--- src/rtl/eoc_params.svh ---
// eoc_params.svh: register offsets, field positions, reset values and counts
// assumes: included by bare name from the external oscillator control files
`ifndef EOC_PARAMS_SVH
`define EOC_PARAMS_SVH

// byte addresses on the 32-bit register bus
`define EOC_OFS_CTRL      8'h00
`define EOC_OFS_SEL       8'h04
`define EOC_OFS_IRQ_STAT  8'h08
`define EOC_OFS_IRQ_MASK  8'h0C

// ext_osc_control_reg fields
`define EOC_FREQ_LSB      0
`define EOC_MODE_LSB      4
`define EOC_VALID_BIT     7

// clock select fields
`define EOC_SEL_TIMER_BIT 0
`define EOC_SEL_CNT_BIT   1

// interrupt status fields
`define EOC_IRQ_UP_BIT    0
`define EOC_IRQ_DOWN_BIT  1

// reset values
`define EOC_CTRL_RST      3'h0
`define EOC_SEL_RST       2'h0
`define EOC_IRQ_RST       2'h0

// external clock division
`define EOC_EXT_DIV       5'h08

// bus answers
`define EOC_RESP_OKAY     2'h0
`define EOC_RESP_SLVERR   2'h2

`endif

--- src/rtl/eoc_pkg.sv ---
// eoc_pkg.sv: types and mode decoding for the external oscillator control
// assumes: used by qualified name only, never imported
package eoc_pkg;

    // kinds of external source selected by the mode field
    typedef enum {
        EOC_SRC_OFF,
        EOC_SRC_CMOS,
        EOC_SRC_RC,
        EOC_SRC_CAP,
        EOC_SRC_XTAL
    } eoc_src_t;

    // mode field decode: 00x off, 01x cmos, 100 rc, 101 cap, 11x crystal
    function automatic eoc_src_t eoc_decode_mode(input logic [2:0] mode);
        eoc_src_t src;
        src = EOC_SRC_OFF;
        unique case (mode)
            3'h0, 3'h1: src = EOC_SRC_OFF;
            3'h2, 3'h3: src = EOC_SRC_CMOS;
            3'h4:       src = EOC_SRC_RC;
            3'h5:       src = EOC_SRC_CAP;
            3'h6, 3'h7: src = EOC_SRC_XTAL;
        endcase
        return src;
    endfunction : eoc_decode_mode

    // odd cmos and crystal codes insert the divide-by-two stage
    function automatic logic eoc_has_div2(input logic [2:0] mode);
        return (mode == 3'h3) || (mode == 3'h7);
    endfunction : eoc_has_div2

endpackage : eoc_pkg

--- src/rtl/eoc_tick_if.sv ---
// eoc_tick_if.sv: control and tick between the top and the external divider
// assumes: both ends run on ref_clk
`timescale 1ns/10ps
interface eoc_tick_if;
    logic enable;
    logic div2;
    logic tick;

    modport src (input enable, input div2, output tick);
    modport ctl (output enable, output div2, input tick);
endinterface : eoc_tick_if

--- src/rtl/ext_osc_control.sv ---
// ext_osc_control.sv: register file, pin claims, crystal-valid and timer ticks
// assumes: AXI4-Lite master on ref_clk, amplitude detector and external clock
// arrive asynchronously from the analog oscillator pad
`timescale 1ns/10ps
`include "eoc_params.svh"
// Function
// crystal mode claims port 0 pins 2 and 3 as oscillator terminals
// capacitor, RC or CMOS mode claims only port 0 pin 3
// firmware makes crossbar skip oscillator pins and sets their input mode
// firmware selects oscillator type and frequency field to suit the source
// external clock divided by eight offered to timers and counter array
// divided clock resynchronised to system clock, jitter within half a cycle
// external clock must not exceed system clock when only clocking peripherals
// firmware waits one millisecond after enabling crystal before reading valid
// crystal start-up: latches low, analog, enable, wait, poll, then switch
// tuning-fork crystals need extra settling before trusting valid flag
// read-only crystal-valid flag reads one only once amplitude is stable
module ext_osc_control (
    input  wire logic        ref_clk,
    input  wire logic        reset_n,
    input  wire logic [7:0]  awaddr,
    input  wire logic        awvalid,
    output logic             awready,
    input  wire logic [31:0] wdata,
    input  wire logic [3:0]  wstrb,
    input  wire logic        wvalid,
    output logic             wready,
    output logic [1:0]       bresp,
    output logic             bvalid,
    input  wire logic        bready,
    input  wire logic [7:0]  araddr,
    input  wire logic        arvalid,
    output logic             arready,
    output logic [31:0]      rdata,
    output logic [1:0]       rresp,
    output logic             rvalid,
    input  wire logic        rready,
    input  wire logic        extClkPin,
    input  wire logic        ampStablePin,
    output logic             oscTermInClaim,
    output logic             oscTermOutClaim,
    output logic             timerExtTick,
    output logic             counterArrayExtTick,
    output logic             irq
);
    eoc_tick_if tickBus ();

    logic [7:0]  awAddr_r,  awAddr_nxt;
    logic        awHave_r,  awHave_nxt;
    logic [7:0]  wData_r,   wData_nxt;
    logic        wStrb0_r,  wStrb0_nxt;
    logic        wHave_r,   wHave_nxt;
    logic        awready_r, awready_nxt;
    logic        wready_r,  wready_nxt;
    logic        bvalid_r,  bvalid_nxt;
    logic [1:0]  bresp_r,   bresp_nxt;
    logic        arready_r, arready_nxt;
    logic        rvalid_r,  rvalid_nxt;
    logic [31:0] rdata_r,   rdata_nxt;
    logic [1:0]  rresp_r,   rresp_nxt;
    logic [2:0]  mode_r,    mode_nxt;
    logic [2:0]  freq_r,    freq_nxt;
    logic [1:0]  sel_r,     sel_nxt;
    logic [1:0]  stat_r,    stat_nxt;
    logic [1:0]  mask_r,    mask_nxt;
    logic        ampA_r,    ampB_r;
    logic        xtalValid_r, xtalValid_nxt;
    logic        termIn_r,  termIn_nxt;
    logic        termOut_r, termOut_nxt;
    logic        tTick_r,   tTick_nxt;
    logic        cTick_r,   cTick_nxt;
    logic        irq_r,     irq_nxt;
    logic [1:0]  statSet;
    logic [1:0]  statClr;
    logic        doWrite;
    eoc_pkg::eoc_src_t src;

    assign src            = eoc_pkg::eoc_decode_mode(mode_r);
    assign tickBus.enable = (src != eoc_pkg::EOC_SRC_OFF);
    assign tickBus.div2   = eoc_pkg::eoc_has_div2(mode_r);

    eoc_ext_divider u_divider (
        .ref_clk   (ref_clk),
        .reset_n   (reset_n),
        .extClkPin (extClkPin),
        .tickBus   (tickBus)
    );

    // amplitude detector is analog-side, so it crosses two flops first
    always_ff @(posedge ref_clk or negedge reset_n) begin
        if (!reset_n) begin
            ampA_r <= 1'b0;
            ampB_r <= 1'b0;
        end else begin
            ampA_r <= ampStablePin;
            ampB_r <= ampA_r;
        end
    end

    // bus slave, register file, pin claims and interrupt next-state
    always_comb begin
        awAddr_nxt  = awAddr_r;
        awHave_nxt  = awHave_r;
        wData_nxt   = wData_r;
        wStrb0_nxt  = wStrb0_r;
        wHave_nxt   = wHave_r;
        bvalid_nxt  = bvalid_r;
        bresp_nxt   = bresp_r;
        rvalid_nxt  = rvalid_r;
        rdata_nxt   = rdata_r;
        rresp_nxt   = rresp_r;
        mode_nxt    = mode_r;
        freq_nxt    = freq_r;
        sel_nxt     = sel_r;
        mask_nxt    = mask_r;
        statClr     = 2'h0;
        doWrite     = 1'b0;
        // address and data are taken independently, in either order
        if (awvalid && awready_r) begin
            awAddr_nxt = awaddr;
            awHave_nxt = 1'b1;
        end
        if (wvalid && wready_r) begin
            wData_nxt  = wdata[7:0];
            wStrb0_nxt = wstrb[0];
            wHave_nxt  = 1'b1;
        end
        if (bvalid_r && bready) begin
            bvalid_nxt = 1'b0;
        end
        // commit only once both halves are held and the last response is gone
        if (awHave_r && wHave_r && !bvalid_r) begin
            doWrite    = 1'b1;
            awHave_nxt = 1'b0;
            wHave_nxt  = 1'b0;
            bvalid_nxt = 1'b1;
            bresp_nxt  = `EOC_RESP_OKAY;
            // all fields sit in byte lane 0; other lanes are ignored
            unique case (awAddr_r)
                `EOC_OFS_CTRL: if (wStrb0_r) begin
                    mode_nxt = wData_r[`EOC_MODE_LSB +: 3];
                    freq_nxt = wData_r[`EOC_FREQ_LSB +: 3];
                end
                `EOC_OFS_SEL:      if (wStrb0_r) sel_nxt  = wData_r[1:0];
                `EOC_OFS_IRQ_STAT: if (wStrb0_r) statClr  = wData_r[1:0];
                `EOC_OFS_IRQ_MASK: if (wStrb0_r) mask_nxt = wData_r[1:0];
                default:           bresp_nxt = `EOC_RESP_SLVERR;
            endcase
        end
        if (rvalid_r && rready) begin
            rvalid_nxt = 1'b0;
        end
        if (arvalid && arready_r) begin
            rvalid_nxt = 1'b1;
            rdata_nxt  = 32'h0000_0000;
            rresp_nxt  = `EOC_RESP_OKAY;
            unique case (araddr)
                `EOC_OFS_CTRL: begin
                    rdata_nxt[`EOC_VALID_BIT]       = xtalValid_r;
                    rdata_nxt[`EOC_MODE_LSB +: 3]   = mode_r;
                    rdata_nxt[`EOC_FREQ_LSB +: 3]   = freq_r;
                end
                `EOC_OFS_SEL:      rdata_nxt[1:0] = sel_r;
                `EOC_OFS_IRQ_STAT: rdata_nxt[1:0] = stat_r;
                `EOC_OFS_IRQ_MASK: rdata_nxt[1:0] = mask_r;
                default:           rresp_nxt = `EOC_RESP_SLVERR;
            endcase
        end
        awready_nxt = !awHave_nxt && !doWrite;
        wready_nxt  = !wHave_nxt && !doWrite;
        arready_nxt = !rvalid_nxt;

        // valid only in crystal mode and only after stable amplitude
        xtalValid_nxt = (src == eoc_pkg::EOC_SRC_XTAL) && ampB_r;
        // crystal takes both terminals, other active modes only the output
        termIn_nxt  = (src == eoc_pkg::EOC_SRC_XTAL);
        termOut_nxt = (src != eoc_pkg::EOC_SRC_OFF);
        // divided clock routed to whichever consumer selected it
        tTick_nxt = tickBus.tick && sel_r[`EOC_SEL_TIMER_BIT];
        cTick_nxt = tickBus.tick && sel_r[`EOC_SEL_CNT_BIT];

        // valid edges are events; a set in the clearing cycle wins
        statSet = 2'h0;
        statSet[`EOC_IRQ_UP_BIT]   = xtalValid_nxt && !xtalValid_r;
        statSet[`EOC_IRQ_DOWN_BIT] = !xtalValid_nxt && xtalValid_r;
        stat_nxt = (stat_r & ~statClr) | statSet;
        irq_nxt  = |(stat_nxt & mask_nxt);
    end

    // state registers
    always_ff @(posedge ref_clk or negedge reset_n) begin
        if (!reset_n) begin
            awAddr_r    <= 8'h00;
            awHave_r    <= 1'b0;
            wData_r     <= 8'h00;
            wStrb0_r    <= 1'b0;
            wHave_r     <= 1'b0;
            awready_r   <= 1'b0;
            wready_r    <= 1'b0;
            bvalid_r    <= 1'b0;
            bresp_r     <= `EOC_RESP_OKAY;
            arready_r   <= 1'b0;
            rvalid_r    <= 1'b0;
            rdata_r     <= 32'h0000_0000;
            rresp_r     <= `EOC_RESP_OKAY;
            mode_r      <= `EOC_CTRL_RST;
            freq_r      <= `EOC_CTRL_RST;
            sel_r       <= `EOC_SEL_RST;
            stat_r      <= `EOC_IRQ_RST;
            mask_r      <= `EOC_IRQ_RST;
            xtalValid_r <= 1'b0;
            termIn_r    <= 1'b0;
            termOut_r   <= 1'b0;
            tTick_r     <= 1'b0;
            cTick_r     <= 1'b0;
            irq_r       <= 1'b0;
        end else begin
            awAddr_r    <= awAddr_nxt;
            awHave_r    <= awHave_nxt;
            wData_r     <= wData_nxt;
            wStrb0_r    <= wStrb0_nxt;
            wHave_r     <= wHave_nxt;
            awready_r   <= awready_nxt;
            wready_r    <= wready_nxt;
            bvalid_r    <= bvalid_nxt;
            bresp_r     <= bresp_nxt;
            arready_r   <= arready_nxt;
            rvalid_r    <= rvalid_nxt;
            rdata_r     <= rdata_nxt;
            rresp_r     <= rresp_nxt;
            mode_r      <= mode_nxt;
            freq_r      <= freq_nxt;
            sel_r       <= sel_nxt;
            stat_r      <= stat_nxt;
            mask_r      <= mask_nxt;
            xtalValid_r <= xtalValid_nxt;
            termIn_r    <= termIn_nxt;
            termOut_r   <= termOut_nxt;
            tTick_r     <= tTick_nxt;
            cTick_r     <= cTick_nxt;
            irq_r       <= irq_nxt;
        end
    end

    // outputs straight from flops
    assign awready             = awready_r;
    assign wready              = wready_r;
    assign bvalid              = bvalid_r;
    assign bresp               = bresp_r;
    assign arready             = arready_r;
    assign rvalid              = rvalid_r;
    assign rdata               = rdata_r;
    assign rresp               = rresp_r;
    assign oscTermInClaim      = termIn_r;
    assign oscTermOutClaim     = termOut_r;
    assign timerExtTick        = tTick_r;
    assign counterArrayExtTick = cTick_r;
    assign irq                 = irq_r;

    chk_xtal_both_pins: assert property (@(posedge ref_clk) disable iff (!reset_n)
        (src == eoc_pkg::EOC_SRC_XTAL) |=> (oscTermInClaim && oscTermOutClaim))
        else $error("crystal mode did not claim both terminals");

    chk_single_pin: assert property (@(posedge ref_clk) disable iff (!reset_n)
        (src inside {eoc_pkg::EOC_SRC_CMOS, eoc_pkg::EOC_SRC_RC, eoc_pkg::EOC_SRC_CAP})
        |=> (oscTermOutClaim && !oscTermInClaim))
        else $error("single-pin mode claimed the input terminal");

    chk_valid_needs_xtal: assert property (@(posedge ref_clk) disable iff (!reset_n)
        xtalValid_r |-> ($past(src) == eoc_pkg::EOC_SRC_XTAL) && $past(ampB_r))
        else $error("crystal valid without stable crystal amplitude");

    chk_tick_routing: assert property (@(posedge ref_clk) disable iff (!reset_n)
        (tickBus.tick && sel_r[`EOC_SEL_TIMER_BIT]) |=> timerExtTick)
        else $error("selected timer tick lost");

    chk_irq_level: assert property (@(posedge ref_clk) disable iff (!reset_n)
        irq == (|(stat_r & mask_r)))
        else $error("interrupt level differs from unmasked status");

endmodule : ext_osc_control

--- src/rtl/eoc_ext_divider.sv ---
// eoc_ext_divider.sv: synchronises the external clock and divides it by eight, or by sixteen with div2
// assumes: external clock no faster than ref_clk, single ref_clk domain
`timescale 1ns/10ps
`include "eoc_params.svh"
module eoc_ext_divider (
    input  wire logic ref_clk,
    input  wire logic reset_n,
    input  wire logic extClkPin,
    eoc_tick_if.src   tickBus
);
    logic       syncA_r,  syncA_nxt;
    logic       syncB_r,  syncB_nxt;
    logic       prevB_r,  prevB_nxt;
    logic [4:0] edgeCnt_r, edgeCnt_nxt;
    logic       tick_r,   tick_nxt;
    logic [4:0] limit;

    // two-flop synchroniser; sampling on ref_clk bounds jitter to half a cycle
    always_comb begin
        syncA_nxt   = extClkPin;
        syncB_nxt   = syncA_r;
        prevB_nxt   = syncB_r;
        limit       = tickBus.div2 ? (`EOC_EXT_DIV << 1) : `EOC_EXT_DIV;
        edgeCnt_nxt = edgeCnt_r;
        tick_nxt    = 1'b0;
        if (!tickBus.enable) begin
            edgeCnt_nxt = 5'h00;
        end else if (syncB_r && !prevB_r) begin
            // count rising edges; one tick per eight (sixteen with div2)  R6
            // at-or-above, so dropping div2 mid-count cannot run on to a wrap
            if (edgeCnt_r >= limit - 5'h01) begin
                edgeCnt_nxt = 5'h00;
                tick_nxt    = 1'b1;
            end else begin
                edgeCnt_nxt = edgeCnt_r + 5'h01;
            end
        end
    end

    // state registers
    always_ff @(posedge ref_clk or negedge reset_n) begin
        if (!reset_n) begin
            syncA_r   <= 1'b0;
            syncB_r   <= 1'b0;
            prevB_r   <= 1'b0;
            edgeCnt_r <= 5'h00;
            tick_r    <= 1'b0;
        end else begin
            syncA_r   <= syncA_nxt;
            syncB_r   <= syncB_nxt;
            prevB_r   <= prevB_nxt;
            edgeCnt_r <= edgeCnt_nxt;
            tick_r    <= tick_nxt;
        end
    end

    assign tickBus.tick = tick_r;

    // a tick is one cycle wide and never closer than a synchronised edge pair
    chk_tick_spacing: assert property (@(posedge ref_clk) disable iff (!reset_n)
        tick_r |=> !tick_r [*8])
        else $error("divided tick repeated too soon");

    // a tick follows only a sampled rising edge of the external clock
    chk_tick_cause: assert property (@(posedge ref_clk) disable iff (!reset_n)
        tick_r |-> $past(syncB_r && !prevB_r && tickBus.enable))
        else $error("tick without a synchronised edge");

endmodule : eoc_ext_divider

--- config.mk ---
export PLATFORM = sky130hd
export DESIGN_NAME = ext_osc_control
export DESIGN_NICKNAME = d
export VERILOG_FILES = /design/src/rtl/eoc_pkg.sv /design/src/rtl/eoc_tick_if.sv /design/src/rtl/ext_osc_control.sv /design/src/rtl/eoc_ext_divider.sv
export VERILOG_INCLUDE_DIRS = /design/src /design/src/rtl
export SDC_FILE = /design/constraint.sdc
export NUM_CORES = 1
export LEC_CHECK = 0
export BUFFER_PORTS_ARGS = -buffer_cell sky130_fd_sc_hd__buf_2
export CAP_MARGIN = 10
export CORE_MARGIN = 5
export CORE_UTILIZATION = 43
export CTS_CLUSTER_SIZE = 20
export DETAILED_ROUTE_END_ITERATION = 7
export GPL_ROUTABILITY_DRIVEN = 0
export PLACE_DENSITY = 0.76
export SETUP_SLACK_MARGIN = 0.4
export SYNTH_ARGS = -nofsm -noshare
export SYNTH_HDL_FRONTEND = slang
export SYNTH_SLANG_ARGS = --single-unit
--- constraint.sdc ---
create_clock -name ref_clk -period 2.1 [get_ports ref_clk]
set_clock_uncertainty 0.05 [all_clocks]
set_input_delay 0.21 -clock ref_clk [delete_from_list [all_inputs] [get_ports ref_clk]]
set_output_delay 0.21 -clock ref_clk [all_outputs]
set_load 0.02 [all_outputs]
==> results.toml, run 1 <==
[synth]
yosysMostFrequentCell = "dfrtp_1"
yosys-top-cells-count = "60 x dfrtp_1, 27 x buf_4, 26 x mux2_2"
synth-simple-area-share = 0.122
synthAdderAreaFrac = 0.00962
syn_area_um2 = 2600
yosysTopAreaCell = "dfrtp_1"
synth.top_cells.by_area = "dfrtp_1 58%, mux2_2 11%, buf_4 7.8%"
synth_xor_area_frac = 0
synth.area.mux_share = 0.130
synth_warnings = 0
synth_seq_area_share = 0.577
postSynthAreaPerCell_um2 = 12.5
synth_top_family_by_area = "multiplexers"
synth_compound_area_frac = 0.0640
synth_edf_count = 0
synth_top_area_share = 0.577
async_flop_share = 1.00
yosysUniqueCellTypes = 34
synth_flop_cell = "dfrtp_1"
synth-seq-cells = 60
postSynthCellCount = 208

[worst_hold_path]
hp-start = "wvalid"
worstHoldPathCells = 2
hold_class = "input port to register"
whs_endpoint = "wready"

[worst_setup_path]
cp_data_required_time_ns = 2.26
slowest_delay_ns = 0.51
r2r_start = "awAddr_r[5]"
reg2reg_to = "sel_r[1]"
start_kind = "register"
r2r_cells = 5
end_kind = "register"
path_cells = "buf_4 > nor4_4 > nand2_2 > or4_4 > mux2_2"
critical_path_class = "register to register"
cp_max_fo = 3
crit_path_top_delay_cell = "or4_4"
worst-endpoint-arrival_ns = 2.07
r2r_slack_ns = 0.19

[power]
p_seq_frac = 0.472
switching_power_w = 0.00103
combinationalPowerShare = 0.198
peakVddDrop_uv = 860
clkPwrFrac = 0.330
finalPower_w = 0.00346
p_int_w = 0.00243
leakagePower_nw = 1.59
switching_share = 0.297
power.density_nw_per_um2 = 1060

[floorplan]
io_pins = 107
fp-row-count = 28
core_um2 = 5890
die_area_um2 = 7700
fp.dieH_um = 87.8
die_x_um = 87.8
start_util = 0.442

[detailed_routing]
antenna_left = 0
dr.pass1.iters = 6
wl_per_cell_um = 14.2
vias = 1761
routed_via_density = 4.88
drtIter0Drc = 46
drc = 0
wl_um = 5140

[global_route]
grt_pass1_wl_um = 8330
antenna_found_initial = 0
grt_max_degree = 32
grt_use_total = 0.144
overflow = 0
grt_pass1_vias = 1820

[final_layout]
fin_nets = 344
antennaDiodeCount = 0
drive_gt1_frac = 0.413
area_growth_syn_to_layout_pct = 25.2
fin_util = 0.553

[timing]
rsz0062_at_grt = "true"
setup_violations = 0
holdWs_ns = 0.0483
fmax_mhz = 524
hold_violations = 0
slew_headroom = 0.501
worstMarginPinSlew_ns = 0.749
setup_tns_ns = 0
post-route-period-util = 0.908
slew_viol_final = 0
min_period_ns = 1.91

[clocking]
cts_sinks = 60
cts_buffers = 9
clkTransAtPathRegs_ns = 0.06
cts_root_buf = "clkbuf_8"
htree_levels = 3
cts_buffer_depth = 2
clock_latency_ns = 0.33
tritoncts = "done"

[run_status]
status = "completed"

[placement]
port_buffers = 50
dp_hpwl_um = 3750

[run]
drv_cap = 0
-- layout make-up --
type                       count  area, um2
clock buffer                  10        138
clock inverter                 6       86.3
fill                         510       2630
inverter                      11       41.3
multi-input combinational    135       1010
sequential                    60       1500
tap                           75       93.8
timing repair buffer          64        384
-- cells by family (layout without fill, tap and decap cells) --
family          count (synthesis)  after routing
flops                          60             60
simple gates                   52             52
buf+inv                        39             91
mux                            28             28
compound gates                 26             26
fa+ha+maj                       2              2
other cells                     1             27
-- through the flow --
| step | setup slack (ns) | instances | cell area, um2 |
|---|---|---|---|
| 6_report | 0.192 | 361 | 3250 |
| 5_1_grt | 0.106 | 361 | 3250 |
| 4_1_cts | 0.185 | 357 | 3210 |
| 3_5_place_dp | 0.195 | 335 | 2910 |
| 3_3_place_gp | 0.200 | 335 | 2910 |
| 2_1_floorplan | 0.258 | 234 | 2730 |
-- per-layer routing --
metal	global-route usage	share of wire	vias up
met4	0.0377	0.0037	0
met2	0.225	0.48	81
met1	0.175	0.40	854
met3	0.0790	0.11	4
met5	0	0	-
li1	-	-	822
-- flip-flops by register name (all words and copies together), names as in the netlist, 2 cells and up --
name                 count
mask_r                   2
stat_r                   2
u_divider.edgeCnt_r      5
sel_r                    2
rdata                    7
awAddr_r                 8
wData_r                  6
mode_r                   3
freq_r                   3
-- repair_timing --
item | CTS | global route
hold endpoints to repair | 34 | 0
hold buffers | 5 | 0
endpoints found under the setup margin | 14 | 16
pin swaps | 2 | 5
gates resized for setup | 3 | 4
setup buffers | 1 | 4
-- critical path, delay by kind of cell, from the launching register on --
kind	cells	cell delay [ns]
simple gates	3	0.92
buf+inv	1	0.15
mux	1	0.28
flops	1	0.40
-- power groups by stage --
stage | logic [W] | clock network [W] | registers, W
floorplan | 0.000463 | 0 | 0.00163
global placement | 0.000612 | 0 | 0.00162
detailed placement | 0.000631 | 0 | 0.00164
CTS | 0.000642 | 0.00118 | 0.00162
global route | 0.000756 | 0.00124 | 0.00168
finish | 0.000684 | 0.00114 | 0.00163
-- worst max path at each step --
stage,from,to,cells past startpoint
floorplan,awAddr_r[1],irq,4
finish,awAddr_r[5],sel_r[1],5
global route,awAddr_r[1],irq,4
detailed placement,awAddr_r[1],irq,4
CTS,awAddr_r[1],irq,4
global placement,awAddr_r[1],irq,4
-- placed cells by master (no fill, tap or decap), types with 3 or more instances in the layout --
| cell | count |
|---|---|
| dfrtp_1 | 58 |
| buf_2 | 50 |
| conb_1 | 27 |
| mux2_2 | 18 |
| nand2_1 | 13 |
| inv_1 | 11 |
| clkbuf_8 | 10 |
| o21ai_0 | 9 |
| mux2_4 | 8 |
| nor2_1 | 7 |
| buf_4 | 7 |
| a21oi_1 | 6 |
| a22o_1 | 5 |
| dlygate4sd3_1 | 5 |
| nand3_1 | 4 |
| and2_1 | 4 |
| nor4_1 | 4 |
| nor4_4 | 3 |
(Power assumes the default switching activity.)
==> inputs of run 2 (changes only) <==
PLACE_DENSITY = default   (was 0.76)
PLACE_DENSITY_LB_ADDON = 0.15   (was default)
==> run 2 against run 1 <==
- clock-buffer cell count is the same
- sequential power about the same
- clock power decreased by 16%
- non-clock buffer count fell by 1
- worst hold slack got worse by 0.00096 ns
- critical path type unchanged
- largest power group unchanged
- highest routed layer unchanged
==> results.toml, run 2 (synthesis results as in run 1) <==
[final_layout]
area_growth_syn_to_layout_pct = 22.8
largest_register_ffs = 8
n_fill_cell = 516
final_cell_mix = "58 x dfrtp_1, 50 x buf_2, 27 x conb_1"
fin_nets = 343
top_register = "awAddr_r"
antennaDiodeCount = 0
drive_gt1_frac = 0.400
final_common_cell = "dfrtp_1"
fin_util = 0.543

[power]
power.density_nw_per_um2 = 1010
p_seq_frac = 0.502
finalPower_w = 0.00324
p_int_w = 0.00225
clkPwrFrac = 0.296
peakVddDrop_uv = 756
switching_share = 0.305
combinationalPowerShare = 0.202
leakagePower_nw = 1.57
switching_power_w = 0.000988

[timing]
min_period_ns = 1.93
slew_viol_final = 0
rsz0062_at_grt = "true"
holdWs_ns = 0.0473
fmax_mhz = 519
post-route-period-util = 0.918
setup_violations = 0
hold_violations = 0
setup_tns_ns = 0

[global_route]
grt_use_total = 0.132
grt_pass1_vias = 1586
grt_pass1_wl_um = 7570
antenna_found_initial = 0
grt_max_degree = 61
overflow = 0

[worst_setup_path]
slowest_delay_ns = 0.58
critical_path_class = "register to register"
crit_path_top_delay_cell = "or4_4"
path_buf_inv = 0
r2r_start = "awAddr_r[1]"
path_delay_family = "simple AND/OR/NAND/NOR gates"
start_kind = "register"
startpoint = "awAddr_r[1]"
cp_max_fo = 3
path_cells = "or4_4 > nor4_4 > mux2_4 > a22o_2"
cp_data_required_time_ns = 2.26
worst-endpoint-arrival_ns = 2.09
end_kind = "register"

[detailed_routing]
wl_um = 4740
dr.pass1.iters = 4
wl_per_cell_um = 13.2
antenna_left = 0
drtIter0Drc = 34
vias = 1698
routed_via_density = 4.72
drc = 0

[clocking]
cts_buffers = 9
clkTransAtPathRegs_ns = 0.06
htree_levels = 3
cts_root_buf = "clkbuf_8"
clock_latency_ns = 0.32
cts_buffer_depth = 2
cts_sinks = 60
tritoncts = "done"

[floorplan]
fp-row-count = 28
io_pins = 107
fp.dieH_um = 87.8
die_area_um2 = 7700
start_util = 0.442
core_um2 = 5890
die_x_um = 87.8

[run_status]
status = "completed"

[placement]
port_buffers = 50
dp_hpwl_um = 3450

[worst_hold_path]
hold_class = "input port to register"
hp-start = "wvalid"

[run]
drv_cap = 0
-- run 2: repair_timing --
| action | in CTS | in global routing |
|---|---|---|
| buffers inserted | 1 | 2 |
| resized for setup | 3 | 2 |
| setup endpoints to repair | 15 | 17 |
| pin swaps | 3 | 4 |
| hold buffers | 5 | 0 |
| endpoints found under the hold margin | 64 | 0 |
| cloned | 0 | 0 |
-- run 2: layout make-up --
cell class                 instances  area, um2  share of cell area
timing repair buffer              63        380               0.119
inverter                          11       41.3              0.0129
clock inverter                     6       55.1              0.0172
multi-input combinational        135        991               0.310
sequential                        60       1500               0.471
clock buffer                      10        128              0.0400
tap                               75       93.8              0.0294
-- run 2: path summary, 6_finish.rpt --
kind / to / slack (ns) / cells after the start
worst min register to register: u_divider.prevB_nxt / 0.30 / 0
worst max-delay path: irq / 0.17 / 4
max in group asynchronous: bvalid / 1.36 / 3
min in group asynchronous: u_divider.syncA_r / 0.36 / 3
worst max register to register: irq / 0.17 / 4
worst min-delay path: wready / 0.05 / 2
-- run 2: power by group through the flow --
stage / Combinational [W] / Clock (W) / Sequential, W
finish: 0.000652 / 0.000958 / 0.00163
global route: 0.000713 / 0.00106 / 0.00166
CTS: 0.000658 / 0.000989 / 0.00163
detailed placement: 0.000643 / 0 / 0.00165
global placement: 0.000630 / 0 / 0.00164
floorplan: 0.000463 / 0 / 0.00163
-- run 2: per-layer routing --
layer	global-route usage	share of wire	up-vias	wire, um
li1	-	-	820	-
met1	0.173	0.44	809	2100
met2	0.188	0.45	62	2110
met3	0.0527	0.097	7	459
met4	0.0711	0.015	0	69
met5	0	0	-	0
-- run 2: per-stage QoR --
step | setup slack (ns) | area (um2) | cells
CTS | 0.163 | 3170 | 358
global route | 0.0994 | 3190 | 360
detailed placement | 0.183 | 2920 | 336
global placement | 0.189 | 2920 | 336
finish | 0.172 | 3190 | 360
floorplan | 0.258 | 2730 | 234
